--- src/hdl/gpc_cfg.svh ---
// gpc_cfg.svh: offsets, field positions, reset values and timing counts of the game port
`ifndef GPC_CFG_SVH
`define GPC_CFG_SVH

// register indices; byte address on the bus is four times the index
`define GPC_IDX_CTL 4'h0
`define GPC_IDX_LST 4'h1
`define GPC_IDX_XST 4'h2
`define GPC_IDX_IEN 4'h3
`define GPC_IDX_AXL 4'h4
`define GPC_IDX_AXH 4'h5
`define GPC_IDX_AYL 4'h6
`define GPC_IDX_AYH 4'h7
`define GPC_IDX_BXL 4'h8
`define GPC_IDX_BXH 4'h9
`define GPC_IDX_BYL 4'ha
`define GPC_IDX_BYH 4'hb
`define GPC_IDX_POL 4'hc

// port_control fields
`define GPC_CTL_ENH 0
`define GPC_CTL_PRE_A 1
`define GPC_CTL_PRE_B 2
`define GPC_CTL_DEB_LSB 4
`define GPC_CTL_WMASK 8'hf7

// reset values
`define GPC_CTL_RST 8'h00
`define GPC_XST_RST 8'h00
`define GPC_IEN_RST 8'h00
`define GPC_POL_RST 8'h00

// interrupt_enables fields beyond the four button bits
`define GPC_IEN_POS_A 4
`define GPC_IEN_POS_B 5
`define GPC_IEN_WMASK 8'h3f

// timing
`define GPC_CLK_PERIOD_NS 8
`define GPC_DISCH_NS 1500
`define GPC_DISCH_CYC ((`GPC_DISCH_NS + `GPC_CLK_PERIOD_NS - 1) / `GPC_CLK_PERIOD_NS)
`define GPC_TICK_NS 1000
`define GPC_TICK_CYC (`GPC_TICK_NS / `GPC_CLK_PERIOD_NS)
`define GPC_DEB_MS 16
`define GPC_DEB_CYC (`GPC_DEB_MS * 1000000 / `GPC_CLK_PERIOD_NS)

`endif

--- src/hdl/gpc_pkg.sv ---
// gpc_pkg.sv: types shared by the game port modules
package gpc_pkg;

  // per-axis line state: held low, released and charging, discharging
  typedef enum logic [2:0] {
    GPC_AX_IDLE = 3'b001,
    GPC_AX_CHARGE = 3'b010,
    GPC_AX_DISCH = 3'b100
  } gpc_axis_state_e;

endpackage : gpc_pkg

--- src/hdl/gpc_axis.sv ---
// gpc_axis.sv: one axis line with its release, discharge and position counter
`timescale 1ns/1ps
`default_nettype none
`include "gpc_cfg.svh"

module gpc_axis #(
  parameter int unsigned DISCH_CYC = `GPC_DISCH_CYC,
  parameter int unsigned CNT_W = 16
) (
  input wire logic clk_i,
  input wire logic rst_i,
  input wire logic start_i,
  input wire logic enh_i,
  input wire logic tick_i,
  input wire logic line_hi_i,
  output logic line_oe_o,
  output logic charging_o,
  output logic [CNT_W-1:0] count_o,
  output logic done_o
);
  import gpc_pkg::*;

  localparam int unsigned DW = $clog2(DISCH_CYC + 1);
  localparam logic [DW-1:0] DISCH_LAST = DW'(DISCH_CYC - 1);
  localparam logic [CNT_W-1:0] CNT_FULL = {CNT_W{1'b1}};

  gpc_axis_state_e state_reg;
  logic [DW-1:0] disch_reg;
  logic [CNT_W-1:0] cnt_reg;
  logic stop_reg;
  logic done_reg;

  wire charging = (state_reg == GPC_AX_CHARGE);
  wire sat_hit = charging && enh_i && tick_i && !stop_reg && (cnt_reg == CNT_FULL - 1'b1);
  wire hi_stop = charging && line_hi_i && !stop_reg && enh_i;

  // line state; a start in charge or discharge is simply not looked at
  always_ff @(posedge clk_i) begin
    if (rst_i) begin
      state_reg <= GPC_AX_IDLE;
      disch_reg <= '0;
    end else begin
      case (state_reg)
        GPC_AX_IDLE: begin
          if (start_i) begin
            state_reg <= GPC_AX_CHARGE;
          end
        end
        GPC_AX_CHARGE: begin
          if (line_hi_i) begin
            state_reg <= GPC_AX_DISCH;
            disch_reg <= '0;
          end
        end
        GPC_AX_DISCH: begin
          disch_reg <= disch_reg + 1'b1;
          if (disch_reg == DISCH_LAST) begin
            state_reg <= GPC_AX_IDLE;
          end
        end
        default: begin
          state_reg <= GPC_AX_IDLE;
        end
      endcase
    end
  end

  // position counter: cleared by start, counts ticks, saturates, then holds
  always_ff @(posedge clk_i) begin
    if (rst_i) begin
      cnt_reg <= '0;
      stop_reg <= 1'b1;
    end else if (state_reg == GPC_AX_IDLE && start_i && enh_i) begin
      cnt_reg <= '0;
      stop_reg <= 1'b0;
    end else if (hi_stop) begin
      stop_reg <= 1'b1;
    end else if (charging && enh_i && tick_i && !stop_reg) begin
      cnt_reg <= cnt_reg + 1'b1;
      stop_reg <= sat_hit;
    end
  end

  // one pulse when counting stops, by the line or by saturation
  always_ff @(posedge clk_i) begin
    if (rst_i) begin
      done_reg <= 1'b0;
    end else begin
      done_reg <= hi_stop || sat_hit;
    end
  end

  assign line_oe_o = !charging;
  assign charging_o = charging;
  assign count_o = cnt_reg;
  assign done_o = done_reg;

endmodule : gpc_axis
`default_nettype wire

--- src/hdl/gpc_top.sv ---
// gpc_top.sv: game port position capture with wishbone register slave
//
// Implementation choice: the Wishbone slave port.
`timescale 1ns/1ps
`default_nettype none
`include "gpc_cfg.svh"

// Functional notes
// - a write to index one releases idle axis lines and starts reading.
// - on first high, drive the line low about 1.5 us, then hold low.
// - starts are ignored per line while charging or discharging.
// - legacy status shows raw button levels, no polarity applied.
// - control bit 0 clear, its reset value, means legacy mode.
// - in legacy mode a released axis reads one in legacy status.
// - legacy mode applies no debounce to any input.
// - control bit 0 set selects enhanced mode.
// - enhanced mode: four 16-bit counters count from release to axis high.
// - a counter that stops sets its ready flag in extended status.
// - a counter stops at full value if the axis never goes high.
// - counters tick at 1 MHz or 500 kHz, chosen per device.
// - enhanced mode offers a 16 ms button debouncer, off after reset.
// - legacy mode raises no interrupt request.
// - enhanced mode records button events in extended status.
// - button events are edges; the edge select register picks direction.
// - each button and device ready event has its own interrupt enable.
// - writing one clears a status bit; writing zero leaves it.
// - outside a reading the port drives all axis lines low.
// - the start write also clears the counters of idle lines in enhanced mode.
// - prescale bit zero gives 1 MHz, one gives 500 kHz.
// - each button has its own debounce enable bit.
module gpc_top #(
  parameter int unsigned DEB_CYC = `GPC_DEB_CYC,
  parameter int unsigned TICK_CYC = `GPC_TICK_CYC,
  parameter int unsigned DISCH_CYC = `GPC_DISCH_CYC
) (
  input wire logic clk_i,
  input wire logic rst_i,
  // wishbone classic slave
  input wire logic wb_cyc_i,
  input wire logic wb_stb_i,
  input wire logic wb_we_i,
  input wire logic [5:0] wb_adr_i,
  input wire logic [3:0] wb_sel_i,
  input wire logic [31:0] wb_dat_i,
  output logic [31:0] wb_dat_o,
  output logic wb_ack_o,
  // axis lines: 0 horizontal a, 1 vertical a, 2 horizontal b, 3 vertical b
  input wire logic [3:0] axis_line_i,
  output logic [3:0] axis_line_o,
  output logic [3:0] axis_line_oe_o,
  // button inputs: 0 a0, 1 a1, 2 b0, 3 b1
  input wire logic [3:0] button_inputs_i,
  output logic irq_o
);
  import gpc_pkg::*;

  localparam int unsigned DBW = $clog2(DEB_CYC + 1);
  localparam logic [DBW-1:0] DEB_LAST = DBW'(DEB_CYC - 1);
  localparam int unsigned TKW = $clog2(TICK_CYC + 1);
  localparam logic [TKW-1:0] TICK_LAST = TKW'(TICK_CYC - 1);

  // ---------------------------------------------------------------
  // registers
  // ---------------------------------------------------------------
  logic [7:0] port_control_reg;
  logic [7:0] extended_event_status_reg;
  logic [7:0] extended_event_status_next;
  logic [7:0] interrupt_enables_reg;
  logic [7:0] button_edge_select_reg;
  logic ack_reg;
  logic [31:0] rdata_reg;

  // ---------------------------------------------------------------
  // pin synchronisers, two flops each, nothing reads the first
  // ---------------------------------------------------------------
  logic [3:0] axis_s1_reg;
  logic [3:0] axis_s2_reg;
  logic [3:0] btn_s1_reg;
  logic [3:0] btn_s2_reg;

  always_ff @(posedge clk_i) begin
    if (rst_i) begin
      axis_s1_reg <= 4'h0;
      axis_s2_reg <= 4'h0;
      btn_s1_reg <= 4'h0;
      btn_s2_reg <= 4'h0;
    end else begin
      axis_s1_reg <= axis_line_i;
      axis_s2_reg <= axis_s1_reg;
      btn_s1_reg <= button_inputs_i;
      btn_s2_reg <= btn_s1_reg;
    end
  end

  // ---------------------------------------------------------------
  // bus decode
  // ---------------------------------------------------------------
  wire [3:0] reg_idx = wb_adr_i[5:2];
  wire bus_req = wb_cyc_i && wb_stb_i;
  wire wr_commit = bus_req && wb_we_i && ack_reg && wb_sel_i[0];
  wire wr_ctl = wr_commit && (reg_idx == `GPC_IDX_CTL);
  wire wr_start = wr_commit && (reg_idx == `GPC_IDX_LST);
  wire wr_xst = wr_commit && (reg_idx == `GPC_IDX_XST);
  wire wr_ien = wr_commit && (reg_idx == `GPC_IDX_IEN);
  wire wr_pol = wr_commit && (reg_idx == `GPC_IDX_POL);

  wire enh = port_control_reg[`GPC_CTL_ENH];
  wire pre_a = port_control_reg[`GPC_CTL_PRE_A];
  wire pre_b = port_control_reg[`GPC_CTL_PRE_B];
  wire [3:0] deb_en = port_control_reg[`GPC_CTL_DEB_LSB +: 4];

  // ---------------------------------------------------------------
  // counter clock enables from the system clock
  // ---------------------------------------------------------------
  logic [TKW-1:0] tick_div_reg;
  logic half_reg;
  wire tick_fast = (tick_div_reg == TICK_LAST);
  wire tick_slow = tick_fast && half_reg;

  // 1 MHz strobe and every second one of them for 500 kHz
  always_ff @(posedge clk_i) begin
    if (rst_i) begin
      tick_div_reg <= '0;
      half_reg <= 1'b0;
    end else if (tick_fast) begin
      tick_div_reg <= '0;
      half_reg <= !half_reg;
    end else begin
      tick_div_reg <= tick_div_reg + 1'b1;
    end
  end

  // per device rate select
  wire tick_a = pre_a ? tick_slow : tick_fast;
  wire tick_b = pre_b ? tick_slow : tick_fast;
  wire [3:0] axis_tick = {tick_b, tick_b, tick_a, tick_a};

  // ---------------------------------------------------------------
  // four axis lines
  // ---------------------------------------------------------------
  logic [3:0] axis_oe;
  logic [3:0] axis_charging;
  logic [3:0] axis_done;
  logic [15:0] axis_count [4];

  genvar g;
  generate
    for (g = 0; g < 4; g++) begin : g_axis
      gpc_axis #(
        .DISCH_CYC(DISCH_CYC),
        .CNT_W(16)
      ) u_axis (
        .clk_i(clk_i),
        .rst_i(rst_i),
        .start_i(wr_start),
        .enh_i(enh),
        .tick_i(axis_tick[g]),
        .line_hi_i(axis_s2_reg[g]),
        .line_oe_o(axis_oe[g]),
        .charging_o(axis_charging[g]),
        .count_o(axis_count[g]),
        .done_o(axis_done[g])
      );
    end
  endgenerate

  // lines only ever pull low; the external rc network charges them
  assign axis_line_o = 4'h0;
  assign axis_line_oe_o = axis_oe;

  // ---------------------------------------------------------------
  // button debounce, only in effect in enhanced mode
  // ---------------------------------------------------------------
  logic [3:0] deb_reg;
  logic [DBW-1:0] deb_cnt_reg [4];
  logic [3:0] btn_prev_reg;
  logic [3:0] btn_filt;

  generate
    for (g = 0; g < 4; g++) begin : g_deb
      // filter follows the pin while disabled, so enabling it is glitch free
      always_ff @(posedge clk_i) begin
        if (rst_i) begin
          deb_reg[g] <= 1'b0;
          deb_cnt_reg[g] <= '0;
        end else if (!(enh && deb_en[g]) || deb_reg[g] == btn_s2_reg[g]) begin
          deb_reg[g] <= btn_s2_reg[g];
          deb_cnt_reg[g] <= '0;
        end else if (deb_cnt_reg[g] == DEB_LAST) begin
          deb_reg[g] <= btn_s2_reg[g];
          deb_cnt_reg[g] <= '0;
        end else begin
          deb_cnt_reg[g] <= deb_cnt_reg[g] + 1'b1;
        end
      end

      // legacy mode always sees the unfiltered level
      assign btn_filt[g] = (enh && deb_en[g]) ? deb_reg[g] : btn_s2_reg[g];
    end
  endgenerate

  // previous filtered level for edge detection
  always_ff @(posedge clk_i) begin
    if (rst_i) begin
      btn_prev_reg <= 4'h0;
    end else begin
      btn_prev_reg <= btn_filt;
    end
  end

  // edge select bit one means rising edge, zero means falling edge
  wire [3:0] btn_rise = btn_filt & ~btn_prev_reg;
  wire [3:0] btn_fall = ~btn_filt & btn_prev_reg;
  wire [3:0] btn_sel = button_edge_select_reg[3:0];
  wire [3:0] btn_event = (btn_sel & btn_rise) | (~btn_sel & btn_fall);

  // ---------------------------------------------------------------
  // extended status: events low nibble, axis ready high nibble
  // ---------------------------------------------------------------
  wire [7:0] xst_set = enh ? {axis_done, btn_event} : 8'h00;
  wire [7:0] xst_clr = wr_xst ? wb_dat_i[7:0] : 8'h00;

  // a set in the same cycle as its clear wins
  assign extended_event_status_next = xst_set | (extended_event_status_reg & ~xst_clr);

  // ---------------------------------------------------------------
  // software registers
  // ---------------------------------------------------------------
  always_ff @(posedge clk_i) begin
    if (rst_i) begin
      port_control_reg <= `GPC_CTL_RST;
      extended_event_status_reg <= `GPC_XST_RST;
      interrupt_enables_reg <= `GPC_IEN_RST;
      button_edge_select_reg <= `GPC_POL_RST;
    end else begin
      extended_event_status_reg <= extended_event_status_next;
      if (wr_ctl) begin
        port_control_reg <= wb_dat_i[7:0] & `GPC_CTL_WMASK;
      end
      if (wr_ien) begin
        interrupt_enables_reg <= wb_dat_i[7:0] & `GPC_IEN_WMASK;
      end
      if (wr_pol) begin
        button_edge_select_reg <= {4'h0, wb_dat_i[3:0]};
      end
    end
  end

  // ---------------------------------------------------------------
  // interrupt request; a device is ready when both its axes are
  // ---------------------------------------------------------------
  wire [3:0] rdy = extended_event_status_reg[7:4];
  wire pos_a = rdy[0] && rdy[1];
  wire pos_b = rdy[2] && rdy[3];
  wire [5:0] irq_src = {pos_b, pos_a, extended_event_status_reg[3:0]};
  wire irq_any = |(irq_src & interrupt_enables_reg[5:0]);
  logic irq_reg;

  // registered so the pin never glitches while status settles
  always_ff @(posedge clk_i) begin
    if (rst_i) begin
      irq_reg <= 1'b0;
    end else begin
      irq_reg <= enh && irq_any;
    end
  end

  assign irq_o = irq_reg;

  // ---------------------------------------------------------------
  // read selection
  // ---------------------------------------------------------------
  // legacy status: raw buttons high nibble, released axes low nibble
  wire [7:0] legacy_pin_status = {btn_s2_reg, axis_charging};
  wire [15:0] cnt_ax = axis_count[0];
  wire [15:0] cnt_ay = axis_count[1];
  wire [15:0] cnt_bx = axis_count[2];
  wire [15:0] cnt_by = axis_count[3];

  wire [7:0] rd_mux =
    (reg_idx == `GPC_IDX_CTL) ? port_control_reg :
    (reg_idx == `GPC_IDX_LST) ? legacy_pin_status :
    (reg_idx == `GPC_IDX_XST) ? extended_event_status_reg :
    (reg_idx == `GPC_IDX_IEN) ? interrupt_enables_reg :
    (reg_idx == `GPC_IDX_AXL) ? cnt_ax[7:0] :
    (reg_idx == `GPC_IDX_AXH) ? cnt_ax[15:8] :
    (reg_idx == `GPC_IDX_AYL) ? cnt_ay[7:0] :
    (reg_idx == `GPC_IDX_AYH) ? cnt_ay[15:8] :
    (reg_idx == `GPC_IDX_BXL) ? cnt_bx[7:0] :
    (reg_idx == `GPC_IDX_BXH) ? cnt_bx[15:8] :
    (reg_idx == `GPC_IDX_BYL) ? cnt_by[7:0] :
    (reg_idx == `GPC_IDX_BYH) ? cnt_by[15:8] :
    (reg_idx == `GPC_IDX_POL) ? button_edge_select_reg :
    8'h00;

  // ---------------------------------------------------------------
  // bus answer: ack one cycle after the request, dropped the next
  // ---------------------------------------------------------------
  always_ff @(posedge clk_i) begin
    if (rst_i) begin
      ack_reg <= 1'b0;
      rdata_reg <= 32'h0;
    end else begin
      ack_reg <= bus_req && !ack_reg;
      if (bus_req && !ack_reg) begin
        rdata_reg <= {24'h0, rd_mux};
      end
    end
  end

  assign wb_ack_o = ack_reg;
  assign wb_dat_o = rdata_reg;

endmodule : gpc_top
`default_nettype wire

--- config.mk ---
export PLATFORM = sky130hd
export DESIGN_NAME = gpc_top
export DESIGN_NICKNAME = d
export VERILOG_FILES = /design/src/hdl/gpc_pkg.sv /design/src/hdl/gpc_axis.sv /design/src/hdl/gpc_top.sv
export VERILOG_INCLUDE_DIRS = /design/src /design/src/hdl
export SDC_FILE = /design/constraint.sdc
export NUM_CORES = 1
export LEC_CHECK = 0
export BUFFER_PORTS_ARGS = -buffer_cell sky130_fd_sc_hd__buf_2
export CAP_MARGIN = 20
export CORE_UTILIZATION = 40
export DETAILED_ROUTE_END_ITERATION = 8
export PLACE_DENSITY = 0.68
export SLEW_MARGIN = 5
export SYNTH_ARGS = -nofsm -noshare
export SYNTH_HDL_FRONTEND = slang
export SYNTH_SLANG_ARGS = --single-unit
--- constraint.sdc ---
create_clock -name clk_i -period 2.7 [get_ports clk_i]
set_input_delay 0 -clock clk_i [delete_from_list [all_inputs] [get_ports clk_i]]
set_output_delay 0 -clock clk_i [all_outputs]
set_load 0.005 [all_outputs]
==> results.md <==
* Status: finished, final reports clean
* Initial Util at 0.409
* WL per Instance at 15.1 µm
* CP max stage delay at 640 ps
* Number of global-route vias before repair at 10800
* Clock Skews at 17.1 ps
* CP cell instances: nand3_1 -> or4b_2 -> o311ai_0 -> or3_1 -> buf_4 -> nor2_1
* Post-CTS setup buffer count at 0
* CTS max path bufs at 3
* Initial DRC count at 978
* Non-Filler Instances at 2147
* Hold depth at 4
* Total negative slack at 0 ps
* Post-synth EDFFs at 84
* Die W at 188 µm
* Syn_area_per_cell at 9.05 µm²
* Ports at 97
* Final Cycle Share at 0.901
* Share of layout cells above drive strength 1 at 0.0984
* Critical path origin: deb_cnt_reg[0][17]
* Syn-to-layout area delta at 15.7%
* Register bit total from synthesis at 267
* Final Max Slew Viols at 0
* FF+latch area at 6190 µm²
* Reg-to-Reg Start: deb_cnt_reg[0][17]
* Worst EP required at 3000 ps
* CP Class: flip-flop to flip-flop
* Number of port buffers at 39
* Core Region at 33800 µm²
* Num rows at 67
* FFs w/ async S/R, synth at 0
* Dpl ws at 293 ps
* Unrepaired setup endpoints after global routing: no
* Setup Viol. Count Final at 0
* Die height at 188 µm
* Drt drc at 0
* Top Family by Delay on Critical Path: simple AND/OR/NAND/NOR gates
* CTS clk-pin slew, worst paths at 60 ps
* Pleak at 0.00570 µW
* Final worst slack at 267 ps
* H-tree lvl count at 1
* Mapped Area at 13800 µm²
* Reg2reg path depth at 6
* Min-delay src: wb_adr_i[2]
* WP buf/inv at 1
* Crit Path Max Fanout at 21
* Ys flop type: dfxtp_1
* Power Dens Cells at 547 nW/µm²
* Root buffer cell: clkbuf_16
* Post-synthesis cell type count at 76
* Initial antenna violation count at 2
* Critical Path End Type: flip-flop
* Cells after Synth at 1526
* DP HPWL at 23.0 mm
* Global-route wire length before repair at 53.7 mm
* CTS tree: done
* CTS Buf Count at 30
* Tmin final at 2430 ps
* Most frequent cells in the layout: 224 x nor2_1, 183 x dfxtp_1, 125 x nand2_1
* Final Hold Viols at 0
* Critical path depth at 6
* Worst VDD drop at 478 µV
* Die area at 35300 µm²
* Max reg flops at 84
* Drt total wl at 32.5 mm
* Worst-Skew Late Latency at 560 ps
* Yosys warnings at 0
* DP Cell Count at 2066
* Most common cell after layout, fill and taps aside: nor2_1
* Via-to-Cell Ratio at 5.34
* Final Wtd Congestion at 0.903
* Slew headroom at 0.457
* Sequential-to-total area share from yosys stat at 0.448
* Multi-input logic area at 7430 µm²
* All-layer global routing usage at 0.183
* Worst Max-Slew Pin Slew at 808 ps
* Antenna-violating nets left at 0
* CP arrival at 2730 ps
* Via count at 11500
* Min Hold Slack at 54.3 ps
* Max-cap violations at 0
* Clock net sink count at 267
* Drt first pass iters at 4
* Largest net degree at the start of global routing at 93
* Fillers at 3172
* Slowest CP cell: or4b_2
* Grt total ovfl at 0
* Nets@finish at 1747
* Fmax at 411 MHz
* Hold Path Class: input port to flip-flop
* CP Launch Type: flip-flop
* R2R Setup Slk at 270 ps
final cells by class:
class                   count  area share
diodes                      1    0.000157
well taps                 448      0.0351
inverters                  30     0.00705
flip-flops and latches    267       0.387
repair buffers             96      0.0437
clock inverters            14     0.00478
clock buffers              42      0.0569
multi-input cells        1249       0.465
power by group:
part	internal, µW	leakage (µW)	switching (µW)	total (µW)
combinational	171	0.00285	254	425
sequential	4220	0.00235	91.4	4310
clock	2350	0.000497	1660	4010
stage by stage:
| step | total power, µW | cell area, µm² | util |
|---|---|---|---|
| 4_1_cts | 8840 | 16000 | 0.473 |
| 3_3_place_gp | 4770 | 14700 | 0.436 |
| 5_1_grt | 9050 | 16000 | 0.473 |
| 6_report | 8740 | 16000 | 0.473 |
| 3_5_place_dp | 4780 | 14700 | 0.436 |
| 2_1_floorplan | 4690 | 14200 | - |
Yosys cell counts (10+ instances only):
| master | instances | area, µm² |
|---|---|---|
| mux2_2 | 13 | 146 |
| a22oi_1 | 10 | 75.1 |
| edfxtp_1 | 84 | 2520 |
| a21oi_1 | 72 | 360 |
| a211oi_1 | 13 | 97.6 |
| nand4_1 | 61 | 382 |
| nand2b_1 | 12 | 75.1 |
| clkbuf_1 | 38 | 143 |
| and3_1 | 31 | 194 |
| ha_1 | 18 | 225 |
| buf_4 | 38 | 285 |
| nor2b_1 | 24 | 150 |
| nor2_1 | 224 | 841 |
| nor3_1 | 35 | 175 |
| nand3_1 | 93 | 465 |
| and4_1 | 16 | 140 |
| nor3b_1 | 12 | 90.1 |
| nand2_1 | 125 | 469 |
| o21ai_0 | 49 | 245 |
| dfxtp_1 | 183 | 3660 |
| inv_1 | 30 | 113 |
| and2_1 | 11 | 68.8 |
| mux2i_1 | 31 | 310 |
| xnor2_1 | 52 | 455 |
| or3_1 | 28 | 175 |
| xor2_1 | 74 | 648 |
path summary, 6_finish.rpt:
kind / to
min reg2reg: axis_s2_reg[1]
max reg2reg: deb_cnt_reg[0][6]
min: wb_dat_o[1]
max: deb_cnt_reg[0][6]
tightest hold or removal path, delay by kind of cell:
family                 cells  cell delay, ps
buffers and inverters      1             220
AO/OA/AOI/OAI              3             320
layer usage:
metal  part of all wire  vias to the layer above  wire [µm]  global-route usage
met5            0.00040                        -         13                   0
met2               0.47                      311      15200               0.302
met3              0.052                       59       1690              0.0241
met1               0.45                     5437      14600               0.242
li1                   -                     5649          -                   -
met4              0.030                        2        968              0.0682
cells by family after synthesis:
logic type / share of synthesized area
and+or+nand+nor: 0.270
DFF: 0.448
AOI/OAI and AO/OA: 0.102
xor gates and xnor gates: 0.0799
buffers and inverters: 0.0441
muxes: 0.0396
adders and majority gates: 0.0163
other: 0.000544
repair_timing:
item                      in CTS  in global routing
hold endpoints to repair      41                  0
resized for setup              0                  0
hold buffers                  24                  0
Note: power is estimated with default switching activity, not from simulation.
